===== src/inc/irq_route_defines.svh =====
// constants for the interrupt enable and routing block
`ifndef IRQ_ROUTE_DEFINES_SVH
`define IRQ_ROUTE_DEFINES_SVH
`define ADDR_INT_ENABLE_MASK   8'h2d
`define ADDR_INT_PIN_ROUTING   8'h2e
`define ADDR_SYSTEM_MODE       8'h0b
`define RST_INT_ENABLE_MASK    8'h00
`define RST_INT_PIN_ROUTING    8'h00
`define SRC_ASLP_BIT           7
`define SRC_FIFO_BIT           6
`define SRC_TRANS_BIT          5
`define SRC_ORIENT_BIT         4
`define SRC_PULSE_BIT          3
`define SRC_FFMT_BIT           2
`define SRC_AVECM_BIT          1
`define SRC_DRDY_BIT           0
`endif


===== src/inc/irq_route_pkg.sv =====
// types for the interrupt enable and routing block
package irq_route_pkg;
   typedef logic [7:0] src_vec_t;
   typedef logic [1:0] mag_vec_t;
endpackage


===== src/core/irq_pin_driver.sv =====
// one interrupt pin output stage: polarity and push-pull or open-drain drive
module irq_pin_driver (
   // clock and reset
   input  wire logic ref_clk,
   input  wire logic rst_n,
   // control
   input  wire logic active_in,
   input  wire logic pol_high,
   input  wire logic pin_drive_select,
   // pin
   output logic      pin_out,
   output logic      pin_oe
);
   wire level_w = pol_high ? active_in : ~active_in;
   wire oe_w    = pin_drive_select ? (level_w == 1'b0) : 1'b1;

   always_ff @(posedge ref_clk) begin
      if (!rst_n) begin
         pin_out <= 1'b1;
         pin_oe  <= !pin_drive_select;
      end else begin
         pin_out <= pin_drive_select ? 1'b0 : level_w;
         pin_oe  <= oe_w;
      end
   end
endmodule // irq_pin_driver


===== src/core/sensor_interrupt_enable_routing.sv =====
// interrupt enable, routing and pin combining logic
`include "irq_route_defines.svh"

// What this block does
// - A source flag reaches a pin only while its enable bit is one.
// - The enable register at 0x2d holds one read/write bit per source, reset to zero.
// - The routing register at 0x2e uses the same bit order, read/write, reset to zero.
// - A routing bit of zero steers the source to the second pin, one to the first.
// - Each enabled source goes to exactly one of the two pins.
// - All enabled sources steered to a pin are combined by OR.
// - Magnetic sources carry their own enable and routing yet join the same OR.
// - A polarity control makes both pins active low at zero and active high at one.
// - A drive control makes both pins push-pull at zero and open-drain at one.
// - An enabled auto-sleep interrupt is raised on each mode change and cleared by reading the mode register.
module sensor_interrupt_enable_routing (
   // clock and reset
   input  wire logic                 ref_clk,
   input  wire logic                 rst_n,
   // register port
   input  wire logic                 reg_wr,
   input  wire logic                 reg_rd,
   input  wire logic [7:0]           reg_addr,
   input  wire logic [7:0]           reg_wdata,
   output logic      [7:0]           reg_rdata,
   // event flags from functional blocks, bit 7 unused (auto-sleep made here)
   input  wire irq_route_pkg::src_vec_t src_flags,
   input  wire logic                 sleep_mode,
   // magnetic sources and their own enable and routing
   input  wire irq_route_pkg::mag_vec_t mag_flags,
   input  wire irq_route_pkg::mag_vec_t mag_enable,
   input  wire irq_route_pkg::mag_vec_t mag_route_first,
   // pin controls
   input  wire logic                 pol_high,
   input  wire logic                 pin_drive_select,
   // interrupt pins
   output logic                      irq_pin_first_out,
   output logic                      irq_pin_first_oe,
   output logic                      irq_pin_second_out,
   output logic                      irq_pin_second_oe,
   // auto-sleep flag state
   output logic                      aslp_flag
);
   // ************************************************
   // registers
   // ************************************************
   irq_route_pkg::src_vec_t interrupt_enable_mask_r;
   irq_route_pkg::src_vec_t interrupt_pin_routing_r;
   logic                    aslp_r;
   logic                    sleep_mode_r;

   wire wr_en_w    = reg_wr && (reg_addr == `ADDR_INT_ENABLE_MASK);
   wire wr_route_w = reg_wr && (reg_addr == `ADDR_INT_PIN_ROUTING);
   wire rd_mode_w  = reg_rd && (reg_addr == `ADDR_SYSTEM_MODE);
   wire mode_chg_w = sleep_mode != sleep_mode_r;
   wire aslp_en_w  = interrupt_enable_mask_r[`SRC_ASLP_BIT];
   wire aslp_nxt   = (aslp_en_w && mode_chg_w) ? 1'b1 : (rd_mode_w ? 1'b0 : aslp_r);

   wire [7:0] rdata_nxt = (reg_addr == `ADDR_INT_ENABLE_MASK) ? interrupt_enable_mask_r :
                          (reg_addr == `ADDR_INT_PIN_ROUTING) ? interrupt_pin_routing_r :
                          (reg_addr == `ADDR_SYSTEM_MODE)     ? {7'h00, sleep_mode_r} : 8'h00;

   always_ff @(posedge ref_clk) begin
      if (!rst_n) begin
         interrupt_enable_mask_r <= `RST_INT_ENABLE_MASK;
         interrupt_pin_routing_r <= `RST_INT_PIN_ROUTING;
         aslp_r                  <= 1'b0;
         sleep_mode_r            <= 1'b0;
         reg_rdata               <= 8'h00;
      end else begin
         if (wr_en_w) interrupt_enable_mask_r <= reg_wdata;
         if (wr_route_w) interrupt_pin_routing_r <= reg_wdata;
         aslp_r       <= aslp_nxt;
         sleep_mode_r <= sleep_mode;
         reg_rdata    <= rdata_nxt;
      end
   end

   // ************************************************
   // gating, routing and combining
   // ************************************************
   wire [7:0] flags_w   = {aslp_r, src_flags[6:0]};
   wire [7:0] gated_w   = flags_w & interrupt_enable_mask_r;
   wire [7:0] to_first  = gated_w & interrupt_pin_routing_r;
   wire [7:0] to_second = gated_w & ~interrupt_pin_routing_r;
   wire [1:0] mag_g     = mag_flags & mag_enable;
   wire first_act_w     = (|to_first) | (|(mag_g & mag_route_first));
   wire second_act_w    = (|to_second) | (|(mag_g & ~mag_route_first));
   logic first_act_r;
   logic second_act_r;

   always_ff @(posedge ref_clk) begin
      if (!rst_n) begin
         first_act_r  <= 1'b0;
         second_act_r <= 1'b0;
         aslp_flag    <= 1'b0;
      end else begin
         first_act_r  <= first_act_w;
         second_act_r <= second_act_w;
         aslp_flag    <= aslp_nxt;
      end
   end

   irq_pin_driver u_first (
      .ref_clk          (ref_clk),
      .rst_n            (rst_n),
      .active_in        (first_act_r),
      .pol_high         (pol_high),
      .pin_drive_select (pin_drive_select),
      .pin_out          (irq_pin_first_out),
      .pin_oe           (irq_pin_first_oe)
   );

   irq_pin_driver u_second (
      .ref_clk          (ref_clk),
      .rst_n            (rst_n),
      .active_in        (second_act_r),
      .pol_high         (pol_high),
      .pin_drive_select (pin_drive_select),
      .pin_out          (irq_pin_second_out),
      .pin_oe           (irq_pin_second_oe)
   );
endmodule // sensor_interrupt_enable_routing


===== config.mk =====
export PLATFORM = sky130hd
export DESIGN_NAME = sensor_interrupt_enable_routing
export DESIGN_NICKNAME = d
export VERILOG_FILES = /design/src/inc/irq_route_pkg.sv /design/src/core/irq_pin_driver.sv /design/src/core/sensor_interrupt_enable_routing.sv
export VERILOG_INCLUDE_DIRS = /design/src /design/src/inc
export SDC_FILE = /design/constraint.sdc
export NUM_CORES = 1
export LEC_CHECK = 0
export BUFFER_PORTS_ARGS = -buffer_cell sky130_fd_sc_hd__buf_2
export CORE_ASPECT_RATIO = 1.5
export CORE_MARGIN = 2
export CORE_UTILIZATION = 45
export DETAILED_ROUTE_END_ITERATION = 10
export PLACE_DENSITY = 0.78
export REMOVE_ABC_BUFFERS = 1
export SETUP_SLACK_MARGIN = 0.1
export SYNTH_ARGS = -nofsm -noshare
export SYNTH_HDL_FRONTEND = slang
export SYNTH_HIERARCHICAL = 1
export SYNTH_SLANG_ARGS = --single-unit
export TNS_END_PERCENT = 1

===== constraint.sdc =====
create_clock -name ref_clk -period 1.5 [get_ports ref_clk]
set_clock_uncertainty 0.15 [all_clocks]
set_input_delay 0.225 -clock ref_clk [delete_from_list [all_inputs] [get_ports ref_clk]]
set_output_delay 0.225 -clock ref_clk [all_outputs]
set_load 0.02 [all_outputs]

* Word-level counts from Yosys, hierarchy flattened
Cells that the tools add are included.
** Word-level totals
- Memories kept :: 0
- Bits in latches :: 0
- Input bits :: 37
- Bits in read-only memories :: 0
- Register bits after elaboration :: 32
- RAM bits :: 0
- Word-level logic and storage cells :: 52
** Operators by class
- Eq/ne operators :: 4
- Multipliers :: 0
- Divide/modulo/power cells :: 0
- Add/sub/neg operators :: 0
- Multiplexer cells :: 13
- Bitwise gates (word level) :: 14
- Shift-type cells :: 0
- Reduce and logical (&&, ||, !) cells :: 10
- Magnitude comparators :: 0
** Operator list (count)
- $and 8x8->8 :: 3
- $eq 8x6->1 const B :: 2
- $mux 8 :: 2
- $reduce_or 8->1 :: 2
- $mux 1 :: 11
- $eq 8x4->1 const B :: 1
- $not 8->8 :: 1
- $and 2x2->2 :: 3
- $logic_and 1x1->1 :: 4
- $not 1->1 :: 4
- $reduce_or 2->1 :: 2
- $not 2->2 :: 1
- $or 1x1->1 :: 2
- $reduce_bool 2->1 :: 1
- $logic_not 1->1 :: 1
- $ne 1x1->1 :: 1

* Depth between registers and ports, before layout
Gate-level depths: netlist of run 1.
- Word-level depth :: 5
- Gate-level depth with buffers :: 5

* Modules after synthesis
The synthesis of run 1 kept the hierarchy.
** By module, submodules not included
- sensor_interrupt_enable_routing :: area an instance 1320.0 sq um, sequential area each 560.5 sq um, times used 1, cells an instance 144
- irq_pin_driver :: area an instance 68.8 sq um, sequential area each 40.0 sq um, times used 2, cells an instance 7

* Least setup slack after synthesis of run 1
Ideal clock, no wire load.
- Kind :: in2reg
- From :: input port reg_addr[4]
- To :: register reg_rdata[0]
- Setup time :: 0.119 ns
- Arrival :: 0.977 ns
- Required time :: 1.231 ns
- Setup slack :: 0.255 ns
- Stages :: 4
- Path through :: nor4b_4 buf_6 nand2_1 o221a_2
** Between the ends
- Longest elaborated chain between the ends :: 4
- Elaborated cells on any way between the ends :: 6
- Those cells by class :: eq/ne: 3; mux: 3
** Ends and longest elaborated chain
- start, declared :: line sensor_interrupt_enable_routing.sv:22 : input wire logic [7:0] reg_addr,
- $eq 8x4->1 (no line)
- $mux 1 :: line sensor_interrupt_enable_routing.sv:60 : (reg_addr == `ADDR_SYSTEM_MODE) ? {7'h00, sleep_mode_r} : 8'h00;
- $mux 8 :: line sensor_interrupt_enable_routing.sv:59 : (reg_addr == `ADDR_INT_PIN_ROUTING) ? interrupt_pin_routing_r :
- $mux 8 (*) :: line sensor_interrupt_enable_routing.sv:58 : wire [7:0] rdata_nxt = (reg_addr == `ADDR_INT_ENABLE_MASK) ? interrupt_enable_mask_r :
- end signal, assigned :: line sensor_interrupt_enable_routing.sv:74 : reg_rdata <= rdata_nxt;
- end, declared :: line sensor_interrupt_enable_routing.sv:24 : output logic [7:0] reg_rdata,
Mark *: on every way between the ends. The rest lies on a longest branch, timed or not.
A chain may end at the register's enable or synchronous reset.

* Worst setup path in the final report of run 1
- From :: register interrupt_pin_routing_r[0]
- To :: register reg_rdata[0]
** Between the ends
- Longest elaborated chain between the ends :: 2
** Ends and longest elaborated chain
- start, declared :: line sensor_interrupt_enable_routing.sv:47 : irq_route_pkg::src_vec_t interrupt_pin_routing_r;
- start signal, assigned :: line sensor_interrupt_enable_routing.sv:65 : interrupt_pin_routing_r <= `RST_INT_PIN_ROUTING;
- start signal, assigned :: line sensor_interrupt_enable_routing.sv:71 : if (wr_route_w) interrupt_pin_routing_r <= reg_wdata;
- $mux 8 :: line sensor_interrupt_enable_routing.sv:59
- $mux 8 :: line sensor_interrupt_enable_routing.sv:58
No other way between the ends.

==> results of run 1 <==
[final timing paths]
| check | start | to | slack, ns | cells past startpoint |
|---|---|---|---|---|
| worst max-delay path | interrupt_pin_routing_r[0]$_SDFFE_PN0P_ | reg_rdata[0]$_SDFF_PN0_ | 0.24 | 3 |
| worst min-delay path | pin_drive_select | u_first/pin_oe$_DFF_P_ | 0.005 | 2 |
| worst max register to register | interrupt_pin_routing_r[0]$_SDFFE_PN0P_ | reg_rdata[0]$_SDFF_PN0_ | 0.24 | 3 |
| worst min register to register | interrupt_pin_routing_r[2]$_SDFFE_PN0P_ | reg_rdata[2]$_SDFF_PN0_ | 0.34 | 2 |
[metal layers]
| metal | track usage, % | up-vias | part of all wire (%) |
|---|---|---|---|
| met5 | 0 | - | 0 |
| met4 | 11.4 | 0 | 2.7 |
| met3 | 6.50 | 8 | 6.3 |
| met2 | 32.5 | 45 | 51 |
| met1 | 20.8 | 612 | 40 |
| li1 | - | 659 | - |
[cells in the mapped netlist, types with 2 or more instances]
master	instances
nand4_1	2
and4b_1	2
o21ai_1	2
and2_1	2
dfxtp_1	32
nand3b_1	3
nand2_1	33
xnor2_1	2
buf_6	2
a21o_1	2
nand3_1	24
a21boi_1	7
buf_2	3
o22ai_1	3
inv_1	5
nand3_4	2
mux2i_1	16
clkbuf_1	3
[layout make-up]
cell class	count	area share [%]
multi-input combinational	113	40.3
sequential	32	34.5
timing repair buffer	53	16.3
clock buffer	7	5.19
tap	40	2.69
inverter	5	1.01
[state kept, by name, indices dropped and copies added (netlist names)]
register / cells
interrupt_enable_mask_r: 8
u_first/pin_out: 1
u_second/pin_oe: 1
second_act_r: 1
u_first/pin_oe: 1
u_second/pin_out: 1
aslp_flag: 1
sleep_mode_r: 1
reg_rdata: 8
first_act_r: 1
interrupt_pin_routing_r: 8
[cell usage in the layout, fill, tap and decap left out, types with 3 or more instances in the layout]
| cell | Yosys | final |
|---|---|---|
| o22ai_1 | 3 | 3 |
| inv_1 | 5 | 5 |
| nand3b_1 | 3 | 3 |
| nand3_1 | 24 | 24 |
| buf_2 | 3 | 48 |
| buf_4 | 0 | 3 |
| dfxtp_1 | 32 | 32 |
| mux2i_1 | 16 | 16 |
| nand2_1 | 33 | 33 |
| a21boi_1 | 7 | 7 |
| clkbuf_8 | 0 | 7 |
[stage by stage]
| stage | power [µW] | setup TNS, ns |
|---|---|---|
| 4_1_cts | 1740 | 0 |
| 3_5_place_dp | 1050 | 0 |
| 2_1_floorplan | 944 | -3.04 |
| 6_report | 1720 | 0 |
| 3_3_place_gp | 1040 | 0 |
| 5_1_grt | 1790 | 0 |
[logic make-up after synthesis]
logic type | after synthesis
AO/OA/AOI/OAI | 21
XOR/XNOR | 3
buffers and inverters | 13
flip-flops | 32
multiplexers | 16
AND/OR/NAND/NOR | 73
[power by group]
part,switching (µW),total (µW),internal (µW)
Sequential,4.31,867,863
Combinational,82.5,158,75.4
Clock,285,692,408
==> out/metrics.yaml, run 1 <==
outcome: "complete, no violations"
seqCellArea_um2: 641
cp-end-kind: "flop"
finalCritPeriodShare_pct: 83.7
yosysSeqAreaShare_pct: 43.9
hold_viol: 0
hpwl_um: 2410
num-fill-cells: 290
wirelength_um: 3140
crit_fanout: 4
syn-cell-area_um2: 1460
die_y_um: 73.7
grt_max_degree: 21
hold_buffers: 0
critPathLaunchType: "flop"
crit_type: "reg2reg"
cts_buffers: 5
synth_compound_area_share_pct: 11.1
maxSlewHeadroom_pct: 76.3
ys_seq_elements: 32
place_area_um2: 1760
synth_mux_area_share_pct: 11.0
rsz0062_at_grt: "no"
fin_crit_ns: 1.26
p_leak_uw: 0.000900
route.detailed.drc: 0
drt_iter0_drc: 33
max_freq_mhz: 796
crit_family: "compound AO/OA/AOI/OAI gates"
dp.cells: 243
antenna_found_initial: 0
synthCells: 158
io_buffers: 48
final_cells: 250
synth_area_leaders: "dfxtp_1 44%, mux2i_1 11%, nand2_1 8.5%"
crit_path_max_incr_delay_ns: 0.34
ctsResizeCount: 0
rows: 25
clkSinkCount: 32
synthSimpleGateAreaFrac_pct: 27.6
yosysTopAreaCell: "dfxtp_1"
synthAdderAreaFrac_pct: 0
root_buffer: "clkbuf_8"
vias_per_cell: 5.30
hold_ws_ns: 0.00549
synthArstFlopShare_pct: 0
synthToLayoutAreaGrowth_pct: 27.5
power_density_nw_per_um2: 924
post_cts_buffers: 0
synth_top_family_by_area: "simple AND/OR/NAND/NOR gates"
track_usage_pct: 19.3
worstMarginPinSlew_ns: 0.356
die_w_um: 50.5
setup_viol: 0
peakVddDrop_mv: 0.616
clkSlewWorstSetupHoldPaths_ns: 0.06
crit_slowest_cell: "dfxtp_1"
vias: 1324
htree_levels: 2
synth_top_area_share_pct: 43.9
yosysWarnings: 6
fin_ws_ns: 0.244
place_ws_ns: 0.00209
crit_buf_inv: 0
synth-xor-area-share_pct: 1.80
synth-edff-count: 0
post-route-util_pct: 59.4
initial_core_util_pct: 46.6
drt_pass1_iterations: 4
core_um2: 3130
path_cells: "and3b_1 -> o2111a_1 -> o221a_2"
io_pins: 50
die-area_um2: 3720
clk_latency_ns: 0.28
ys.flop_type: "dfxtp_1"
max_cap_viol_count: 0
cts.path.max_buffers: 2
grt_pass1_vias: 1220
final_nets: 247
cp.arrival_ns: 1.28
hp-class: "in2reg"
ant_nets: 0
grt_overflow: 0
avgSynthCellArea_um2: 9.23
finalInstanceArea_um2: 1860
diodes: 0
worstPathRequired_ns: 1.52
grt_first_pass_wirelength_um: 5300
cts_tree: "done"
maxSlewViolCount: 0
drive_gt1_share_pct: 30.5
multi_input_area_um2: 749
wl_per_cell_um: 12.5
synth_cell_types: 31
routabilityCongestion: 0.798
Note: power is estimated with default switching activity, not from simulation.
==> inputs of run 2 (changes only) <==
==> constraint.sdc (replaced) <==
create_clock -name ref_clk -period 1.17 [get_ports ref_clk]
set_clock_uncertainty 0.15 [all_clocks]
set_input_delay 0.1755 -clock ref_clk [delete_from_list [all_inputs] [get_ports ref_clk]]
set_output_delay 0.1755 -clock ref_clk [all_outputs]
set_load 0.02 [all_outputs]
==> out/metrics.yaml, run 2 (synthesis gave the netlist of run 1 again) <==
finalCritPeriodShare_pct: 102  # was 83.7%
die_w_um: 50.5  # unchanged
cts_buffers: 5  # unchanged
p_leak_uw: 0.000971  # was 0.000900 µW
route.detailed.drc: 0  # unchanged
critPathLaunchType: "flop"  # unchanged
reg_top3: "interrupt_enable_mask_r: 8 flops, interrupt_pin_routing_r: 8 flops, reg_rdata: 8 flops"  # unchanged
peakVddDrop_mv: 0.698  # was 0.616 mV
clkSlewWorstSetupHoldPaths_ns: 0.06  # about the same
clk_latency_ns: 0.28  # about the same
diodes: 0  # unchanged
worstPathRequired_ns: 1.20  # was 1.52 ns
hold_viol: 0  # unchanged
grt_overflow: 0  # unchanged
clkSinkCount: 32  # unchanged
rows: 25  # unchanged
outcome: "finished with violations"  # was complete, no violations
crit_type: "reg2reg"  # unchanged
synthToLayoutAreaGrowth_pct: 39.7  # was 27.5%
multi_input_area_um2: 752  # was 749 µm²
maxSlewHeadroom_pct: 76.6  # was 76.3%
root_buffer: "clkbuf_8"  # unchanged
power_density_nw_per_um2: 1050  # was 924 nW/µm²
max_cap_viol_count: 0  # unchanged
drt_pass1_iterations: 4  # unchanged
grt_max_degree: 39  # was 21
finalPower_uw: 2130  # was 1720 µW
post-route-util_pct: 65.1  # was 59.4%
violations: "negative setup slack"
hpwl_um: 2460  # was 2410 µm
cts.path.max_buffers: 2  # unchanged
final_cell_mix: "33 x nand2_1, 33 x buf_2, 24 x nand3_1, 21 x dfxtp_1"  # was 48 x buf_2, 33 x nand2_1, 32 x dfxtp_1, 24 x nand3_1, 16 x mux2i_1
htree_levels: 2  # unchanged
num-fill-cells: 276  # was 290
vias_per_cell: 5.09  # was 5.30
fin_crit_ns: 1.19  # was 1.26 ns
max_freq_mhz: 840  # was 796 MHz
crit_fanout: 4  # unchanged
setup_viol: 1  # was 0
crit_slowest_cell: "dfxtp_2"  # was dfxtp_1
rsz0062_at_grt: "yes"  # was no
worstMarginPinSlew_ns: 0.347  # was 0.356 ns
die_y_um: 73.7  # unchanged
fin_ws_ns: -0.0210  # was 0.244 ns
vias: 1334  # was 1324
wirelength_um: 3240  # was 3140 µm
crit_path_max_incr_delay_ns: 0.33  # was 0.34 ns
io_buffers: 48  # unchanged
ant_nets: 0  # unchanged
cp.arrival_ns: 1.22  # was 1.28 ns
seqCellArea_um2: 657  # was 641 µm²
path_cells: "and3b_1 -> o2111a_1 -> o221a_2"  # unchanged
routabilityCongestion: 0.785  # was 0.798
drive_gt1_share_pct: 38.7  # was 30.5%
hp-class: "in2reg"  # unchanged
initial_core_util_pct: 46.6  # unchanged
drt_iter0_drc: 17  # was 33
grt_first_pass_wirelength_um: 5400  # was 5300 µm
track_usage_pct: 19.6  # was 19.3%
io_pins: 50  # unchanged
wl_per_cell_um: 12.4  # was 12.5 µm
core_um2: 3130  # unchanged
die-area_um2: 3720  # unchanged
maxSlewViolCount: 0  # unchanged
cp-end-kind: "flop"  # unchanged
cts_tree: "done"  # unchanged
final_nets: 259  # was 247
grt_pass1_vias: 1283  # was 1220
antenna_found_initial: 0  # unchanged
## run 2: cell count changes in the layout (fill, tap and decap cells not counted), sizes merged
cell,delta
buf,+10
clkbuf,-1
clkinv,+1
dlygate4sd3,+2
## run 2: critical path, delay by kind of cell, from the launching register on
family           cells  cell delay [ns]
AO/OA/AOI/OAI        2             0.45
flip-flops           1             0.33
AND/OR/NAND/NOR      1             0.16
## run 2: layout make-up
| class | instances | area share (%) |
|---|---|---|
| multi-input cells | 113 | 36.9 |
| clock inverters | 1 | 0.246 |
| well taps | 40 | 2.46 |
| repair buffers | 65 | 23.6 |
| clock buffers | 6 | 3.56 |
| flip-flops and latches | 32 | 32.3 |
| inverters | 5 | 0.922 |
## run 2: timing repair
item / CTS / global route
endpoints found under the setup margin: 24 / 35
buffers inserted: 0 / 0
endpoints found under the hold margin: 3 / 0
gates resized for setup: 14 / 25
pin swaps: 5 / 4
hold buffers: 2 / 0
## run 2: layer usage
| metal | routed length [µm] | track usage [%] | part of all wire [%] |
|---|---|---|---|
| met2 | 1700 | 33.9 | 53 |
| met5 | 0 | 0 | 0 |
| met4 | 94 | 12.3 | 2.9 |
| met1 | 1290 | 20.2 | 40 |
| met3 | 153 | 6.10 | 4.7 |
## run 2: path summary, 6_finish.rpt
| check | end | startpoint | slack [ns] | depth (start not counted) |
|---|---|---|---|---|
| worst max-delay path | reg_rdata[0]$_SDFF_PN0_ | interrupt_pin_routing_r[0]$_SDFFE_PN0P_ | -0.02 | 3 |
| worst min-delay path | interrupt_enable_mask_r[5]$_SDFFE_PN0P_ | reg_wdata[5] | 0.009 | 3 |
| worst max register to register | reg_rdata[0]$_SDFF_PN0_ | interrupt_pin_routing_r[0]$_SDFFE_PN0P_ | -0.02 | 3 |
| worst min register to register | interrupt_enable_mask_r[3]$_SDFFE_PN0P_ | interrupt_enable_mask_r[3]$_SDFFE_PN0P_ | 0.34 | 2 |
## run 2: power by group
group	internal (µW)	switching, µW
sequential	1110	7.16
clock	403	377
combinational	125	110
total	1630	495
## run 2: metrics by stage
stage / std cells / setup TNS (ns) / setup slack (ns) / hold slack, ns / instance area (µm²)
after CTS: 262 / -0.0381 / -0.0381 / 0.00139 / 1980
after floorplan: 150 / -9.95 / -0.455 / 0.105 / 1410
final: 262 / -0.0210 / -0.0210 / 0.00901 / 2040
after global routing: 262 / -0.0616 / -0.0467 / 0.00921 / 2040
after detailed placement: 253 / -5.11 / -0.235 / 0.248 / 1840
after global placement: 253 / -4.75 / -0.213 / 0.247 / 1840
